**config.mk**
```make
export PLATFORM = sky130hd
export DESIGN_NAME = sdt_dead_time_pwm
export DESIGN_NICKNAME = d
export VERILOG_FILES = /design/src/logic/sdt_pkg.sv /design/src/logic/sdt_dead_time_pwm.sv
export SDC_FILE = /design/constraint.sdc
export NUM_CORES = 1
export LEC_CHECK = 0
export BUFFER_PORTS_ARGS = -buffer_cell sky130_fd_sc_hd__clkbuf_2
export CELL_PAD_IN_SITES_DETAIL_PLACEMENT = 1
export CELL_PAD_IN_SITES_GLOBAL_PLACEMENT = 1
export CORE_MARGIN = 2
export CORE_UTILIZATION = 25
export DETAILED_ROUTE_END_ITERATION = 7
export PLACE_DENSITY = 0.52
export SLEW_MARGIN = 10
export SYNTH_ARGS = -nofsm -noshare
export SYNTH_HDL_FRONTEND = slang
export SYNTH_SLANG_ARGS = --single-unit
```
**constraint.sdc**
```tcl
create_clock -name ref_clk_in -period 3.8 [get_ports ref_clk_in]
set_input_delay 0.76 -clock ref_clk_in [delete_from_list [all_inputs] [get_ports ref_clk_in]]
set_output_delay 0.76 -clock ref_clk_in [all_outputs]
set_load 0.02 [all_outputs]
```
**src/logic/sdt_pkg.sv**
```systemverilog
/*
  package for the six-phase dead-time pwm block: register offsets,
  field positions, reset values and the state carriers.
  assumes a 32-bit avalon-mm register bus with byte addresses.
*/
package sdt_pkg;
  // ==========================================================
  // register byte offsets
  localparam logic [7:0] OFS_CTRL      = 8'h00;
  localparam logic [7:0] OFS_CULL_CTRL = 8'h04;
  localparam logic [7:0] OFS_CYCLE     = 8'h08;
  localparam logic [7:0] OFS_DUTY_U    = 8'h0c;
  localparam logic [7:0] OFS_DUTY_V    = 8'h10;
  localparam logic [7:0] OFS_DUTY_W    = 8'h14;
  localparam logic [7:0] OFS_DEAD_TIME = 8'h18;
  localparam logic [7:0] OFS_STATUS    = 8'h1c;
  // ==========================================================
  // control register fields
  localparam int CTRL_RUN_BIT     = 0;
  localparam int CTRL_ANYTIME_BIT = 1;
  localparam int CTRL_XCULL_BIT   = 2;
  localparam int CTRL_NARROW_BIT  = 3;
  // cull control fields: count in 4:0, valley en 5, crest en 6
  localparam int CULL_LSB_BIT     = 0;
  localparam int CULL_MSB_BIT     = 4;
  localparam int CULL_VALLEY_BIT  = 5;
  localparam int CULL_CREST_BIT   = 6;
  // status fields
  localparam int STAT_DOWN_BIT    = 16;
  localparam int STAT_POS_LSB     = 17;
  localparam int STAT_NEG_LSB     = 20;
  localparam int STAT_PEND_BIT    = 23;
  // ==========================================================
  // reset values and fixed figures
  localparam logic [15:0] CYCLE_RST  = 16'hfffe;
  localparam logic [15:0] DUTY_RST   = 16'h0000;
  localparam logic [9:0]  DEAD_RST   = 10'h000;
  localparam logic [15:0] VALLEY_VAL = 16'h0001;
  localparam logic [15:0] COUNT_RST  = 16'h0000;

  // ==========================================================
  // carriers
  typedef struct packed {
    logic        run_en;
    logic        anytime;
    logic        xfer_cull;
    logic        narrow;
    logic [6:0]  cull;
    logic [15:0] cycle;
    logic [2:0][15:0] duty;
    logic [9:0]  dead;
  } sdt_regs_type;

  typedef struct packed {
    logic [6:0]  cull;
    logic [15:0] cycle;
    logic [2:0][15:0] duty;
  } sdt_buf_type;

  typedef struct packed {
    logic [2:0]       wave;
    logic [2:0]       busy;
    logic [2:0]       cnt_down;
    logic [2:0][9:0]  dt_cnt;
    logic [2:0]       pos;
    logic [2:0]       neg;
  } sdt_phase_type;
endpackage

```
**src/logic/sdt_dead_time_pwm.sv**
```systemverilog
/*
  dead-time generator and interrupt culling for a six-phase pwm timer:
  centre-aligned up/down counter, three basic phase waves, complementary
  outputs with dead time, culled crest/valley events and buffer transfer.
  assumes an avalon-mm master on ref_clk_in and gate drivers on the outs.
*/
`timescale 1ns/1ns
module sdt_dead_time_pwm
  import sdt_pkg::*;
(
  input  wire logic        ref_clk_in,          // 250 MHz count clock
  input  wire logic        rst_n_in,            // sync reset, active low
  input  wire logic [7:0]  avs_address_in,      // byte address
  input  wire logic        avs_read_in,         // read request
  input  wire logic        avs_write_in,        // write request
  input  wire logic [31:0] avs_writedata_in,    // write data
  input  wire logic [3:0]  avs_byteenable_in,   // byte lanes
  output logic      [31:0] avs_readdata_out,    // read data
  output logic             avs_waitrequest_out, // stall
  output logic      [2:0]  positive_phase_out,  // u,v,w positive
  output logic      [2:0]  negative_phase_out,  // u,v,w negative
  output logic             crest_event_out,     // culled crest pulse
  output logic             valley_event_out     // culled valley pulse
);
  // ==========================================================
  // state
  typedef struct packed {
    sdt_regs_type  regs;
    sdt_buf_type   bufr;
    sdt_phase_type ph;
    logic [15:0]   count;
    logic          down;
    logic          run_q;
    logic          pending;
    logic [4:0]    cull_cnt;
    logic          crest_irq;
    logic          valley_irq;
    logic          ack;
    logic [31:0]   rdata;
  } sdt_state_type;

  sdt_state_type st_q;
  sdt_state_type st_d;

  function automatic logic [31:0] merge_be(input logic [31:0] old_v,
                                           input logic [31:0] new_v,
                                           input logic [3:0]  be);
    logic [31:0] r;
    r = old_v;
    for (int b = 0; b < 4; b++) begin
      if (be[b]) begin
        r[8*b +: 8] = new_v[8*b +: 8];
      end
    end
    return r;
  endfunction

  // ==========================================================
  // bus decode: one wait cycle, answer at the second edge
  logic        req;
  logic        wr_go;
  logic [31:0] rd_word;
  logic [31:0] wr_word;

  assign req                 = avs_read_in | avs_write_in;
  assign avs_waitrequest_out = req & ~st_q.ack;
  assign wr_go               = avs_write_in & st_q.ack;
  assign avs_readdata_out    = st_q.rdata;

  always_comb begin
    rd_word = 32'h0000_0000;
    case (avs_address_in)
      OFS_CTRL: begin
        rd_word[CTRL_RUN_BIT]     = st_q.regs.run_en;
        rd_word[CTRL_ANYTIME_BIT] = st_q.regs.anytime;
        rd_word[CTRL_XCULL_BIT]   = st_q.regs.xfer_cull;
        rd_word[CTRL_NARROW_BIT]  = st_q.regs.narrow;
      end
      OFS_CULL_CTRL: rd_word[6:0]  = st_q.regs.cull;
      OFS_CYCLE:     rd_word[15:0] = st_q.regs.cycle;
      OFS_DUTY_U:    rd_word[15:0] = st_q.regs.duty[0];
      OFS_DUTY_V:    rd_word[15:0] = st_q.regs.duty[1];
      OFS_DUTY_W:    rd_word[15:0] = st_q.regs.duty[2];
      OFS_DEAD_TIME: rd_word[9:0]  = st_q.regs.dead;
      OFS_STATUS: begin
        rd_word[15:0]                      = st_q.count;
        rd_word[STAT_DOWN_BIT]             = st_q.down;
        rd_word[STAT_POS_LSB +: 3]         = st_q.ph.pos;
        rd_word[STAT_NEG_LSB +: 3]         = st_q.ph.neg;
        rd_word[STAT_PEND_BIT]             = st_q.pending;
      end
      default: rd_word = 32'h0000_0000;
    endcase
  end

  assign wr_word = merge_be(rd_word, avs_writedata_in, avs_byteenable_in);
  // status is read-only: a write there is answered and dropped

  // ==========================================================
  // next state
  logic       crest;
  logic       valley;
  logic       cand;
  logic       emit;
  logic       xfer_time;
  logic [4:0] cull_n;

  always_comb begin
    logic       nw;
    logic       edge_seen;
    logic       start;
    st_d       = st_q;
    nw         = 1'b0;
    edge_seen  = 1'b0;
    start      = st_q.regs.run_en & ~st_q.run_q;
    cull_n     = st_q.bufr.cull[CULL_MSB_BIT:CULL_LSB_BIT];
    st_d.ack   = req & ~st_q.ack;
    st_d.run_q = st_q.regs.run_en;
    if (avs_read_in && !st_q.ack) begin
      st_d.rdata = rd_word;
    end

    // register writes
    if (wr_go) begin
      case (avs_address_in)
        OFS_CTRL: begin
          st_d.regs.run_en    = wr_word[CTRL_RUN_BIT];
          st_d.regs.anytime   = wr_word[CTRL_ANYTIME_BIT];
          st_d.regs.xfer_cull = wr_word[CTRL_XCULL_BIT];
          st_d.regs.narrow    = wr_word[CTRL_NARROW_BIT];
        end
        OFS_CULL_CTRL: st_d.regs.cull    = wr_word[6:0];
        OFS_CYCLE:     st_d.regs.cycle   = wr_word[15:0];
        OFS_DUTY_U:    st_d.regs.duty[0] = wr_word[15:0];
        OFS_DUTY_V:    st_d.regs.duty[1] = wr_word[15:0];
        OFS_DUTY_W:    st_d.regs.duty[2] = wr_word[15:0];
        OFS_DEAD_TIME: st_d.regs.dead    = wr_word[9:0];
        default: ;
      endcase
    end

    // up/down carrier counter
    // the cycle buffer, not the register, bounds the count
    crest  = st_q.regs.run_en & ~st_q.down &
             (st_q.count == st_q.bufr.cycle);
    valley = st_q.regs.run_en & st_q.down &
             (st_q.count == VALLEY_VAL);
    if (!st_q.regs.run_en) begin
      st_d.count = COUNT_RST;
      st_d.down  = 1'b0;
    end else if (st_q.down) begin
      st_d.count = st_q.count - 16'h0001;
      st_d.down  = ~valley;
    end else begin
      st_d.count = st_q.count + 16'h0001;
      st_d.down  = crest;
    end

    // interrupt culling over the enabled events
    cand = (crest  & st_q.bufr.cull[CULL_CREST_BIT]) |
           (valley & st_q.bufr.cull[CULL_VALLEY_BIT]);
    emit = cand & (st_q.cull_cnt == cull_n);
    if (!st_q.regs.run_en) begin
      st_d.cull_cnt = 5'h00;
    end else if (cand) begin
      st_d.cull_cnt = emit ? 5'h00 : st_q.cull_cnt + 5'h01;
    end
    st_d.crest_irq  = emit & crest;
    st_d.valley_irq = emit & valley;

    // buffer transfer
    xfer_time = st_q.regs.xfer_cull ? emit : (crest | valley);
    if (st_q.regs.anytime) begin
      st_d.bufr.cycle = st_d.regs.cycle;
      st_d.bufr.duty  = st_d.regs.duty;
      st_d.bufr.cull  = st_d.regs.cull;
      st_d.pending    = 1'b0;
    end else begin
      if (xfer_time && st_q.pending) begin
        st_d.bufr.cycle = st_q.regs.cycle;
        st_d.bufr.duty  = st_q.regs.duty;
        st_d.bufr.cull  = st_q.regs.cull;
        st_d.pending    = 1'b0;
      end
      // a u write in the transfer cycle stays pending: set wins
      if (wr_go && avs_address_in == OFS_DUTY_U) begin
        st_d.pending = 1'b1;
      end
    end

    // basic phase waves and dead time, one counter per phase
    for (int p = 0; p < 3; p++) begin
      nw = st_q.ph.wave[p];
      if (!st_q.regs.run_en) begin
        nw = 1'b0;
      end else if (crest) begin
        // duty of cycle+1 matches at the crest and falling wins
        nw = (st_q.bufr.duty[p] != st_q.bufr.cycle + 16'h0001);
      end else if (valley) begin
        nw = (st_q.bufr.duty[p] == 16'h0000);
      end else if (!st_q.down && st_q.count == st_q.bufr.duty[p]) begin
        nw = 1'b1;
      end else if (st_q.down && st_q.count == st_q.bufr.duty[p]) begin
        nw = 1'b0;
      end
      st_d.ph.wave[p] = nw;
      edge_seen = nw ^ st_q.ph.wave[p];

      if (start || (edge_seen && !st_q.ph.busy[p])) begin
        // full dead time counted first, so the first pulse is short
        st_d.ph.busy[p]     = (st_q.regs.dead != DEAD_RST);
        st_d.ph.cnt_down[p] = 1'b0;
        st_d.ph.dt_cnt[p]   = 10'h000;
      end else if (edge_seen && !st_q.regs.narrow) begin
        st_d.ph.cnt_down[p] = 1'b0;
        st_d.ph.dt_cnt[p]   = 10'h000;
      end else if (edge_seen) begin
        // reverse: the side that lost its gap gets it back sooner
        st_d.ph.cnt_down[p] = ~st_q.ph.cnt_down[p];
      end else if (st_q.ph.busy[p] && st_q.ph.cnt_down[p]) begin
        // ends at zero: the regained gap equals the time the wave was away
        if (st_q.ph.dt_cnt[p] == 10'h000) begin
          st_d.ph.busy[p]   = 1'b0;
          st_d.ph.dt_cnt[p] = 10'h000;
        end else begin
          st_d.ph.dt_cnt[p] = st_q.ph.dt_cnt[p] - 10'h001;
        end
      end else if (st_q.ph.busy[p]) begin
        if (st_q.ph.dt_cnt[p] + 10'h001 >= st_q.regs.dead) begin
          st_d.ph.busy[p] = 1'b0;
        end else begin
          st_d.ph.dt_cnt[p] = st_q.ph.dt_cnt[p] + 10'h001;
        end
      end
      st_d.ph.pos[p] = st_q.regs.run_en & nw & ~st_d.ph.busy[p];
      st_d.ph.neg[p] = st_q.regs.run_en & ~nw & ~st_d.ph.busy[p];
    end
  end

  // ==========================================================
  // registers
  always_ff @(posedge ref_clk_in) begin
    if (!rst_n_in) begin
      st_q            <= '0;
      st_q.regs.cycle <= CYCLE_RST;
      st_q.bufr.cycle <= CYCLE_RST;
      st_q.regs.dead  <= DEAD_RST;
      st_q.count      <= COUNT_RST;
    end else begin
      // the non-zero cycle reset values and the zero dead and count resets are spelled out above
      st_q <= st_d;
    end
  end

  assign positive_phase_out = st_q.ph.pos;
  assign negative_phase_out = st_q.ph.neg;
  assign crest_event_out    = st_q.crest_irq;
  assign valley_event_out   = st_q.valley_irq;

  // ==========================================================
  // assertions
  property p_no_overlap;
    @(posedge ref_clk_in) disable iff (!rst_n_in)
      (st_q.ph.pos & st_q.ph.neg) == 3'b000;
  endproperty
  a_no_overlap: assert property (p_no_overlap)
    else $error("positive and negative outputs high together");

  property p_crest_turn;
    @(posedge ref_clk_in) disable iff (!rst_n_in)
      crest |=> st_q.down && st_q.count == $past(st_q.count) + 16'h0001;
  endproperty
  a_crest_turn: assert property (p_crest_turn)
    else $error("counter did not turn down after crest");

  property p_valley_turn;
    @(posedge ref_clk_in) disable iff (!rst_n_in)
      valley |=> !st_q.down && st_q.count == 16'h0000;
  endproperty
  a_valley_turn: assert property (p_valley_turn)
    else $error("counter did not turn up after valley");

  property p_full_duty;
    @(posedge ref_clk_in) disable iff (!rst_n_in)
      valley && st_q.bufr.duty[1] == 16'h0000 |=> st_q.ph.wave[1];
  endproperty
  a_full_duty: assert property (p_full_duty)
    else $error("zero duty did not hold wave high at valley");

  property p_zero_duty;
    @(posedge ref_clk_in) disable iff (!rst_n_in)
      crest && st_q.bufr.duty[2] == st_q.bufr.cycle + 16'h0001
      |=> !st_q.ph.wave[2];
  endproperty
  a_zero_duty: assert property (p_zero_duty)
    else $error("crest match did not keep wave low");

  property p_cull;
    @(posedge ref_clk_in) disable iff (!rst_n_in)
      (crest_event_out || valley_event_out) |->
        $past(st_q.cull_cnt) == $past(cull_n) && st_q.cull_cnt == 5'h00;
  endproperty
  a_cull: assert property (p_cull)
    else $error("interrupt emitted before cull count reached");

  property p_anytime;
    @(posedge ref_clk_in) disable iff (!rst_n_in)
      wr_go && st_q.regs.anytime && avs_address_in == OFS_DUTY_U
      |=> st_q.bufr.duty[0] == st_q.regs.duty[0];
  endproperty
  a_anytime: assert property (p_anytime)
    else $error("anytime write did not reach buffer");

  property p_restart;
    @(posedge ref_clk_in) disable iff (!rst_n_in)
      st_q.regs.run_en && st_q.ph.busy[0] && !st_q.regs.narrow &&
      (st_d.ph.wave[0] != st_q.ph.wave[0])
      |=> st_q.ph.dt_cnt[0] == 10'h000;
  endproperty
  a_restart: assert property (p_restart)
    else $error("dead count not cleared on edge");

  property p_crest_only;
    @(posedge ref_clk_in) disable iff (!rst_n_in)
      crest_event_out |-> $past(st_q.bufr.cull[CULL_CREST_BIT]);
  endproperty
  a_crest_only: assert property (p_crest_only)
    else $error("crest interrupt while disabled");

  property p_bus_answer;
    @(posedge ref_clk_in) disable iff (!rst_n_in)
      req |-> ##[0:1] !avs_waitrequest_out;
  endproperty
  a_bus_answer: assert property (p_bus_answer)
    else $error("bus request not answered in one cycle");

  c_crest_irq:  cover property (@(posedge ref_clk_in) crest_event_out);
  c_valley_irq: cover property (@(posedge ref_clk_in) valley_event_out);
  c_narrow:     cover property (@(posedge ref_clk_in)
                  st_q.regs.narrow && st_q.ph.cnt_down[0]);
  c_transfer:   cover property (@(posedge ref_clk_in)
                  st_q.pending ##1 !st_q.pending);
endmodule

```
---- Word level (Yosys, flattened, before mapping) ----
Index checks and enable logic that the tools add are counted.
word-level totals
  register bits ........................... 252
  bits in latches ......................... 0
  bits in writable memories ............... 0
  ROM bits ................................ 0
  bits of input ports ..................... 48
  output and inout bits ................... 41
  logic and storage cells ................. 232
  memories kept ........................... 0
operators by class
  add/subtract/negate cells ............... 10
  multiply operators ...................... 0
  div/mod/pow operators ................... 0
  order comparisons ....................... 3
  eq/ne operators ......................... 19
  shift operators ......................... 0
  mux-type cells .......................... 69
  bitwise gates (word level) .............. 47
  reduce and logical (&&, ||, !) cells .... 50
operators with widths
  operator               count
  $mux 71                2
  $mux 10                13
  $mux 81                1
  $eq 16x16->1           4
  $mux 16                4
  $logic_not 16->1       3
  $ne 16x16->1           3
  $mux 1                 39
  $add 16x1->16 const B  2
  $eq 8x5->1 const B     4
  $pmux 4 s8             1
  $add 10x1->10 const B  3
  $ge 10x10->1           3
  $logic_not 10->1       3
  $pmux 6 s5             1
  $sub 10x1->10 const B  3
  $and 1x1->1            24
  $mux 8                 3
  $pmux 3 s7             1
  $logic_and 1x1->1      18
  $pmux 3 s6             1
  $mux 17                1
  $not 1->1              17
  $eq 16x1->1 const B    1
  19 further kinds       43

---- Longest topological paths before layout ----
Gate-level depths: netlist (run 1).
  depth after elaboration ................. 13
  mapped depth ............................ 15
  gate-level depth less buffers ........... 13

---- Least setup slack after synthesis (run 1) ----
Ideal clock, no wire load.
  path kind ............................... register to register
  start ................................... register st_q[153] (netlist bit)
  end ..................................... register st_q[80] (netlist bit)
  arrival ................................. 3.384 ns
  path slack .............................. 0.321 ns
  stages on the path, launching flop included .. 14
  path through ............................ dfxtp_1 ha_1 buf_2 nand3_1 or4_1 clkbuf_1 xnor2_1 o211ai_1 or4b_1 o21a_1 a211o_1 buf_2 a22o_1 a221oi_1
between the ends
  cells in the longest elaborated chain, start to end .. 8
  elaborated cells between the ends (all ways) .. 13
RTL lines
  what                                                  RTL line                                            source
  start: declaration                                    sdt_dead_time_pwm.sv:42                             sdt_state_type st_q;
  start signal: assignment                              sdt_dead_time_pwm.sv:251                            st_q <= st_d;
  $add 16x1->16 / $eq 16x16->1 (equally long branches)  sdt_dead_time_pwm.sv:198, sdt_dead_time_pwm.sv:145
  $ne 16x16->1 / $and 1x1->1 (equally long branches)    sdt_dead_time_pwm.sv:198, sdt_dead_time_pwm.sv:144
  $mux 1 *                                              sdt_dead_time_pwm.sv:196                            end else if (crest) begin
  $mux 1 *                                              sdt_dead_time_pwm.sv:194                            if (!st_q.regs.run_en) begin
  $xor 1x1->1 *                                         sdt_dead_time_pwm.sv:207                            edge_seen = nw ^ st_q.ph.wave[p];
  $logic_and 1x1->1                                     sdt_dead_time_pwm.sv:209                            if (start || (edge_seen && !st_q.ph.busy[p])) begin
  $logic_or 1x1->1                                      sdt_dead_time_pwm.sv:209
  $reduce_or 3->1 (no line)                             --
Mark *: on every way between the ends. The rest lies on a longest branch, timed or not.
A chain may end at the register's enable or synchronous reset.

---- Final worst setup path (run 1) ----
  start ................................... register st_q[161] (netlist bit)
  end ..................................... register st_q[91] (netlist bit)
The elaborated chain is that of the path after synthesis.

==> impl_metrics.env, run 1 <==
export IMPL_die_span_y_um=257
export IMPL_fraction_of_final_layout_cells_with_drive_strength_greater_than_1=0.167
export IMPL_fp_dieW_um=257
export IMPL_dp_hpwl_um=50900
export IMPL_placedCellCount=2890
export IMPL_clkLatencyLatePin_ns=0.61
export IMPL_tightest_slew_ns=0.872
export IMPL_cts_buffers_inserted=31
export IMPL_syn_to_final_growth_pct=19.4
export IMPL_floorplan_die_area_um2=65900
export IMPL_clk_path_buf_depth=3
export IMPL_worst_clock_skew_ns=0.0231
export IMPL_layout_nets=2166
export IMPL_p_int_mw=4.69
export IMPL_slew_limit_headroom=0.415
export IMPL_crit_path_end_kind="flop"
export IMPL_synth_lib_cells_used_distinct=80
export IMPL_post_drt_via_cell_ratio=5.19
export IMPL_timing_final_setup_violations=0
export IMPL_switching_share=0.246
export IMPL_slew_violations=0
export IMPL_residual_overflow_from_global_routing=0
export IMPL_number_of_top_level_pins=89
export IMPL_worst_ep_required_time_ns=4.27
export IMPL_first_pass_grt_wire_length_um=101000
export IMPL_io_buffer_count=62
export IMPL_timing_critical_path_arrival_ns=4.15
export IMPL_htree_levels=1
export IMPL_post_synth_cell_area_avg_um2=7.98
export IMPL_dominantRegCellSynth="sky130_fd_sc_hd__dfxtp_1"
export IMPL_whs_ns=0.452
export IMPL_p_switching_mw=1.53
export IMPL_cts_hold_buffers=0
export IMPL_grtUsageMet3=0.0285
export IMPL_final_cells=2948
export IMPL_pwr_share_seq=0.428
export IMPL_ir_worst_vdd_v=0.000318
export IMPL_total_power_mw=6.22
export IMPL_post_synth_instance_area_um2=16000
export IMPL_detail_route_first_pass_iterations=6
export IMPL_antenna_found_initial=0
export IMPL_worstPathMaxFanout=11
export IMPL_finalWeightedCongestion=0.883
export IMPL_grt_max_degree=91
export IMPL_dpl_instance_area_um2=17900
export IMPL_grt_pass1_vias=15700
export IMPL_groute_layer_met1_usage=0.276
export IMPL_static_leakage_power_nw=7.65
export IMPL_asyncSetResetFlopFracSynth=0
export IMPL_ys_warnings_count=0
export IMPL_root_buffer="sky130_fd_sc_hd__clkbuf_16"
export IMPL_cts_tree="done"
export IMPL_preCtsSetupSlack_ns=0.00791
export IMPL_clkSinkCount=252
export IMPL_post_cts_setup_buffer_count=0
export IMPL_initial_core_util=0.253
export IMPL_setup_tns_ns=0
export IMPL_power_share_combinational=0.038
export IMPL_cp_start_kind="flop"
export IMPL_drt_initial_drc_count=1003
export IMPL_final_design_area_no_fill_um2=19100
export IMPL_drt_drc_violations_left=0
export IMPL_detail_route_wl_per_cell_um=22.8
export IMPL_timing_fmax_ghz=0.272
export IMPL_grt_setup_unrepaired="no"
export IMPL_worst_slack_ns=0.120
export IMPL_hold_viol_final=0
export IMPL_cells_resized_by_post_cts_repair=1
export IMPL_timing_worst_setup_path_type="reg2reg"
export IMPL_power_density_nw_per_um2=326
export IMPL_antenna_cells=0
export IMPL_final_ant_viol_nets=0
export IMPL_global_route_usage_sum=0.200
export IMPL_cts_clk_slew_worst_paths_ns=0.06
export IMPL_synth_edff_count=0
export IMPL_grt_most_used_layer="met2"
export IMPL_clock_power_share=0.534
export IMPL_drv_max_cap_violation_count=0
export IMPL_layout_core_utilization=0.302
export IMPL_core_region_area_um2=63100
export IMPL_routed_wirelength_um=67300
export IMPL_outcome="finished, final reports clean"
export IMPL_via_total_after_detailed_routing=15300
export IMPL_yosys_register_bits=252
export IMPL_synth_seq_area_share=0.316
export IMPL_placement_rows=92
export IMPL_finalCriticalPeriod_ns=3.68
export IMPL_worstHoldPathType="reg2reg"
export IMPL_layout_worst_path_cycle_share=0.968
export IMPL_synthCells=2000
export IMPL_global_route_usage_met2=0.320
-- kinds of logic after synthesis --
logic type | share of synthesized area
other cells | 0.000235
mux | 0.0743
compound gates | 0.192
simple gates | 0.225
xor+xnor | 0.0908
fa+ha+maj | 0.0328
buf+inv | 0.0688
flops | 0.316
-- cell type report --
| class | count | area (µm²) |
|---|---|---|
| fillers | 7582 | 44000 |
| multi-input cells | 1519 | 9910 |
| flip-flops and latches | 252 | 5050 |
| repair buffers | 231 | 1770 |
| well taps | 846 | 1060 |
| clock buffers | 35 | 821 |
| clock inverters | 23 | 299 |
| inverters | 42 | 158 |
-- cell usage after synthesis, types with 13 or more instances --
| cell | count | area share |
|---|---|---|
| sky130_fd_sc_hd__a211oi_1 | 18 | 0.0085 |
| sky130_fd_sc_hd__nand3_1 | 77 | 0.024 |
| sky130_fd_sc_hd__a22oi_1 | 34 | 0.016 |
| sky130_fd_sc_hd__nand4_1 | 22 | 0.0086 |
| sky130_fd_sc_hd__o21a_1 | 17 | 0.0080 |
| sky130_fd_sc_hd__nand2_1 | 258 | 0.061 |
| sky130_fd_sc_hd__inv_1 | 42 | 0.0099 |
| sky130_fd_sc_hd__buf_4 | 41 | 0.019 |
| sky130_fd_sc_hd__a21o_1 | 14 | 0.0066 |
| sky130_fd_sc_hd__clkbuf_1 | 115 | 0.027 |
| sky130_fd_sc_hd__a21oi_1 | 104 | 0.033 |
| sky130_fd_sc_hd__xor2_1 | 98 | 0.054 |
| sky130_fd_sc_hd__dfxtp_1 | 252 | 0.32 |
| sky130_fd_sc_hd__nor2b_1 | 14 | 0.0055 |
| sky130_fd_sc_hd__nor3_1 | 42 | 0.013 |
| sky130_fd_sc_hd__mux2_2 | 28 | 0.020 |
| sky130_fd_sc_hd__o31ai_1 | 15 | 0.0071 |
| sky130_fd_sc_hd__or3_1 | 17 | 0.0067 |
| sky130_fd_sc_hd__a31oi_1 | 13 | 0.0051 |
| sky130_fd_sc_hd__nor4_1 | 49 | 0.019 |
| sky130_fd_sc_hd__ha_1 | 41 | 0.032 |
| sky130_fd_sc_hd__xnor2_1 | 52 | 0.029 |
| sky130_fd_sc_hd__nand2b_1 | 26 | 0.010 |
| sky130_fd_sc_hd__and2_1 | 17 | 0.0067 |
| sky130_fd_sc_hd__buf_2 | 23 | 0.0072 |
| sky130_fd_sc_hd__and3_1 | 25 | 0.0098 |
| sky130_fd_sc_hd__o21ai_0 | 89 | 0.028 |
| sky130_fd_sc_hd__nor2_1 | 162 | 0.038 |
| sky130_fd_sc_hd__o211a_1 | 26 | 0.016 |
| sky130_fd_sc_hd__o211ai_1 | 18 | 0.0085 |
| sky130_fd_sc_hd__mux2i_1 | 87 | 0.055 |
-- state kept, by name (all words and copies together), names as in the netlist --
| signal | flops |
|---|---|
| crest_event_out | 1 |
| st_q | 214 |
| valley_event_out | 1 |
| avs_readdata_out | 24 |
| cull_n | 5 |
| st_d | 1 |
| negative_phase_out | 3 |
| positive_phase_out | 3 |
-- power by group through the flow --
stage	Clock, mW	Sequential, mW	Combinational, mW
6_report	3.32	2.66	0.235
5_1_grt	3.51	2.66	0.252
4_1_cts	3.40	2.66	0.237
3_5_place_dp	0	2.72	0.236
3_3_place_gp	0	2.72	0.235
2_1_floorplan	0	2.72	0.144
-- metal layers --
metal	wire [µm]	vias up
met5	0	-
li1	-	7254
met3	3440	88
met1	31300	7592
met2	30300	369
met4	2290	0
-- final timing paths --
path              slack (ns)  cells after the start              endpoint                 start
setup reg to reg        0.12                     12              st_q[91]             st_q[161]
hold / removal          0.45                      2  avs_readdata_out[18]  avs_readdata_out[18]
hold reg to reg         0.45                      2  avs_readdata_out[18]  avs_readdata_out[18]
setup / recovery        0.12                     12              st_q[91]             st_q[161]
-- cells in the final DEF, fill, tap and decap left out, types with 12 or more instances in the layout --
cell type                   count
sky130_fd_sc_hd__a31oi_1       13
sky130_fd_sc_hd__a22oi_1       34
sky130_fd_sc_hd__a21o_1        14
sky130_fd_sc_hd__o2bb2ai_1     12
sky130_fd_sc_hd__buf_4        154
sky130_fd_sc_hd__a211oi_1      18
sky130_fd_sc_hd__nand3_1       77
sky130_fd_sc_hd__o21ai_0       89
sky130_fd_sc_hd__dfxtp_1      250
sky130_fd_sc_hd__nand4_1       22
sky130_fd_sc_hd__nor2_1       162
sky130_fd_sc_hd__clkbuf_2      62
sky130_fd_sc_hd__nor4_1        45
sky130_fd_sc_hd__clkbuf_16     31
sky130_fd_sc_hd__a21oi_1      104
sky130_fd_sc_hd__nand2b_1      25
sky130_fd_sc_hd__nand2_1      258
sky130_fd_sc_hd__or3_1         17
sky130_fd_sc_hd__mux2_2        28
sky130_fd_sc_hd__and2_1        16
sky130_fd_sc_hd__xor2_1        97
sky130_fd_sc_hd__inv_1         41
sky130_fd_sc_hd__nor2b_1       13
sky130_fd_sc_hd__a222oi_1      12
sky130_fd_sc_hd__o211ai_1      18
sky130_fd_sc_hd__o211a_1       26
sky130_fd_sc_hd__nor3_1        42
sky130_fd_sc_hd__buf_12        15
sky130_fd_sc_hd__ha_1          40
sky130_fd_sc_hd__and3_1        25
sky130_fd_sc_hd__o31ai_1       15
sky130_fd_sc_hd__xnor2_1       52
sky130_fd_sc_hd__mux2i_1       86
sky130_fd_sc_hd__o21a_1        17
-- critical path, stage by stage (launching register included) --
cell                        delay (ns)
sky130_fd_sc_hd__dfxtp_1          0.37
sky130_fd_sc_hd__buf_4            0.18
sky130_fd_sc_hd__xor2_1           0.17
sky130_fd_sc_hd__or4_1            0.52
sky130_fd_sc_hd__nor4_1           0.25
sky130_fd_sc_hd__nand2_1          0.22
sky130_fd_sc_hd__nor4_2           0.40
sky130_fd_sc_hd__buf_4            0.18
sky130_fd_sc_hd__a211oi_1         0.08
sky130_fd_sc_hd__or3_1            0.37
sky130_fd_sc_hd__buf_4            0.19
sky130_fd_sc_hd__a2111oi_0        0.48
sky130_fd_sc_hd__o31ai_1          0.11
Note: power is estimated with default switching activity, not from simulation.
==> inputs of run 2 (changes only) <==
--- a/config.mk
+++ b/config.mk
@@ -9,9 +9,9 @@
 export CELL_PAD_IN_SITES_DETAIL_PLACEMENT = 1
 export CELL_PAD_IN_SITES_GLOBAL_PLACEMENT = 1
 export CORE_MARGIN = 2
-export CORE_UTILIZATION = 25
+export CORE_UTILIZATION = 28
 export DETAILED_ROUTE_END_ITERATION = 7
-export PLACE_DENSITY = 0.52
+export PLACE_DENSITY = 0.56
 export SLEW_MARGIN = 10
 export SYNTH_ARGS = -nofsm -noshare
 export SYNTH_HDL_FRONTEND = slang
==> run 2 against run 1 <==
Effect of this change: flip-flop and latch count is the same; count of clock-buffer cells in the layout is 3 higher; die area is 11% lower; final cell count down 3.2%; sequential share of layout area grew 0.44 points; critical path type unchanged; core utilization is 3.1 points higher; routed wire length shrank 2.9%; cell area decreased by 1.6%; hold slack got worse by 0.0043 ns; largest power group unchanged; register-to-register slack about the same.
==> impl_metrics.env, run 2 (synthesis gave the netlist of run 1 again) <==
export IMPL_max_flop_register="st_q"
export IMPL_drv_max_cap_violation_count=0
export IMPL_final_ant_viol_nets=0
export IMPL_worst_clock_skew_ns=0.0362
export IMPL_die_span_y_um=243
export IMPL_grt_max_degree=65
export IMPL_chain_of_cells_forming_the_critical_path="ha_1, nand3_1, buf_4, nor4_2, buf_4, xnor3_1, nand4_1, or4b_1, o2111a_2, or2_1, a21o_2, a311oi_2"
export IMPL_core_region_area_um2=56400
export IMPL_layout_nets=2161
export IMPL_fill_cells=6756
export IMPL_crit_top_cell="sky130_fd_sc_hd__buf_4"
export IMPL_global_route_usage_sum=0.216
export IMPL_cp_start_kind="flop"
export IMPL_setup_tns_ns=0
export IMPL_grt_setup_unrepaired="no"
export IMPL_final_design_area_no_fill_um2=18800
export IMPL_static_leakage_power_nw=7.59
export IMPL_number_of_stages_on_the_worst_setup_path=12
export IMPL_dp_hpwl_um=49500
export IMPL_layout_worst_path_cycle_share=0.965
export IMPL_clkLatencyLatePin_ns=0.63
export IMPL_timing_worst_setup_path_type="reg2reg"
export IMPL_post_cts_setup_buffer_count=0
export IMPL_worstPathMaxFanout=11
export IMPL_number_of_top_level_pins=89
export IMPL_crit_path_from="st_q[152]"
export IMPL_layout_core_utilization=0.333
export IMPL_outcome="finished, final reports clean"
export IMPL_slew_limit_headroom=0.355
export IMPL_finalWeightedCongestion=0.908
export IMPL_whs_ns=0.448
export IMPL_r2r_worst_path_cells=12
export IMPL_ir_worst_vdd_v=0.000359
export IMPL_residual_overflow_from_global_routing=0
export IMPL_grt_pass1_vias=15600
export IMPL_detail_route_wl_per_cell_um=22.9
export IMPL_clkSinkCount=252
export IMPL_worstHoldPathType="in2reg"
export IMPL_io_buffer_count=62
export IMPL_drt_initial_drc_count=1176
export IMPL_hold_viol_final=0
export IMPL_drt_drc_violations_left=0
export IMPL_via_total_after_detailed_routing=15400
export IMPL_leading_cell_type_in_the_layout_fill_and_taps_excluded="sky130_fd_sc_hd__nand2_1"
export IMPL_first_pass_grt_wire_length_um=98800
export IMPL_cts_clk_slew_worst_paths_ns=0.06
export IMPL_syn_to_final_growth_pct=17.5
export IMPL_floorplan_die_area_um2=58900
export IMPL_rr_endpoint="st_q[71]"
export IMPL_crit_path_top_delay_cell="sky130_fd_sc_hd__or4b_1"
export IMPL_worst_path_buf_inv=2
export IMPL_tightest_slew_ns=0.959
export IMPL_finalCriticalPeriod_ns=3.67
export IMPL_area_sequential_um2=5050
export IMPL_multi_input_comb_area_um2=9910
export IMPL_family_with_the_most_delay_on_the_worst_path="simple AND/OR/NAND/NOR gates"
export IMPL_htree_levels=1
export IMPL_timing_final_setup_violations=0
export IMPL_placement_rows=87
export IMPL_worst_ep_required_time_ns=4.30
export IMPL_slew_violations=0
export IMPL_timing_critical_path_arrival_ns=4.17
export IMPL_dpl_instance_area_um2=17700
export IMPL_initial_core_util=0.283
export IMPL_crit_path_end_kind="flop"
export IMPL_power_density_nw_per_um2=323
export IMPL_post_drt_via_cell_ratio=5.41
export IMPL_clk_path_buf_depth=3
export IMPL_cts_tree="done"
export IMPL_root_buffer="sky130_fd_sc_hd__clkbuf_16"
export IMPL_fraction_of_final_layout_cells_with_drive_strength_greater_than_1=0.165
export IMPL_regToRegStartpoint="st_q[152]"
export IMPL_cts_buffers_inserted=31
export IMPL_fp_dieW_um=243
export IMPL_detail_route_first_pass_iterations=5
export IMPL_largest_register_ffs=214
export IMPL_routed_wirelength_um=65300
export IMPL_crit_end="st_q[71]"
export IMPL_timing_critical_path_slowest_cell_delay_ns=0.65
export IMPL_antenna_found_initial=1
export IMPL_layout_common_cells="sky130_fd_sc_hd__nand2_1, sky130_fd_sc_hd__dfxtp_1, sky130_fd_sc_hd__nor2_1"
export IMPL_regToRegSetupSlack_ns=0.13
export IMPL_timing_fmax_ghz=0.273
==> run 2: cell types whose count changed in the layout (fill, tap and decap cells not counted), sizes merged <==
cell      before  now
clkbuf        97  100
clkinv         9   14
clkinvlp       6    0
bufinv         6    4
diode          0    1
buf          169  164
==> run 2: routing by layer <==
layer	up-vias	wire length (µm)	track usage
li1	7244	-	-
met1	7724	29500	0.286
met2	370	30500	0.361
met3	103	3360	0.0314
met4	0	2040	0.0666
met5	-	0	0
==> run 2: cell type report <==
class                      count  area share
sequential                   252       0.269
clock buffer                  38      0.0449
antenna                        1    0.000133
inverter                      42     0.00840
tap                          756      0.0504
clock inverter                20      0.0122
timing repair buffer         226      0.0868
multi-input combinational   1519       0.528
==> run 2: worst min-delay path: stages <==
cell	delay, ns
sky130_fd_sc_hd__clkbuf_2	0.09
sky130_fd_sc_hd__nor2_1	0.05
sky130_fd_sc_hd__nor3_1	0.12
==> run 2: worst min-delay path by stage <==
| stage | startpoint | to | slack [ns] | cells after the start |
|---|---|---|---|---|
| after floorplan | avs_readdata_out[17] | avs_readdata_out[17] | 0.43 | 2 |
| after global placement | avs_readdata_out[18] | avs_readdata_out[18] | 0.44 | 2 |
| after detailed placement | avs_readdata_out[18] | avs_readdata_out[18] | 0.45 | 2 |
| after CTS | avs_write_in | st_q[32] | 0.44 | 3 |
| after global routing | avs_write_in | st_q[32] | 0.46 | 3 |
| final | avs_write_in | st_q[32] | 0.45 | 3 |
==> run 2: timing repair <==
item | CTS | global route
hold buffers | 0 | 0
gates cloned | 0 | 0
setup endpoints to repair | 9 | 24
gates resized for setup | 3 | 9
pin swaps | 0 | 0
==> run 2: stage by stage <==
step                      total power [mW]  instances  worst slack [ns]
after floorplan                       2.86       2007             0.321
after global placement                2.95       2795           -0.0216
after detailed placement              2.95       2795           -0.0682
after CTS                             6.12       2853            0.0286
after global routing                  6.25       2853           0.00324
final                                 6.06       2854             0.135
==> run 2: where the power goes <==
part | internal [mW] | switching (mW) | total, mW
sequential | 2.65 | 0.00806 | 2.66
clock | 1.85 | 1.32 | 3.17
combinational | 0.0655 | 0.163 | 0.229
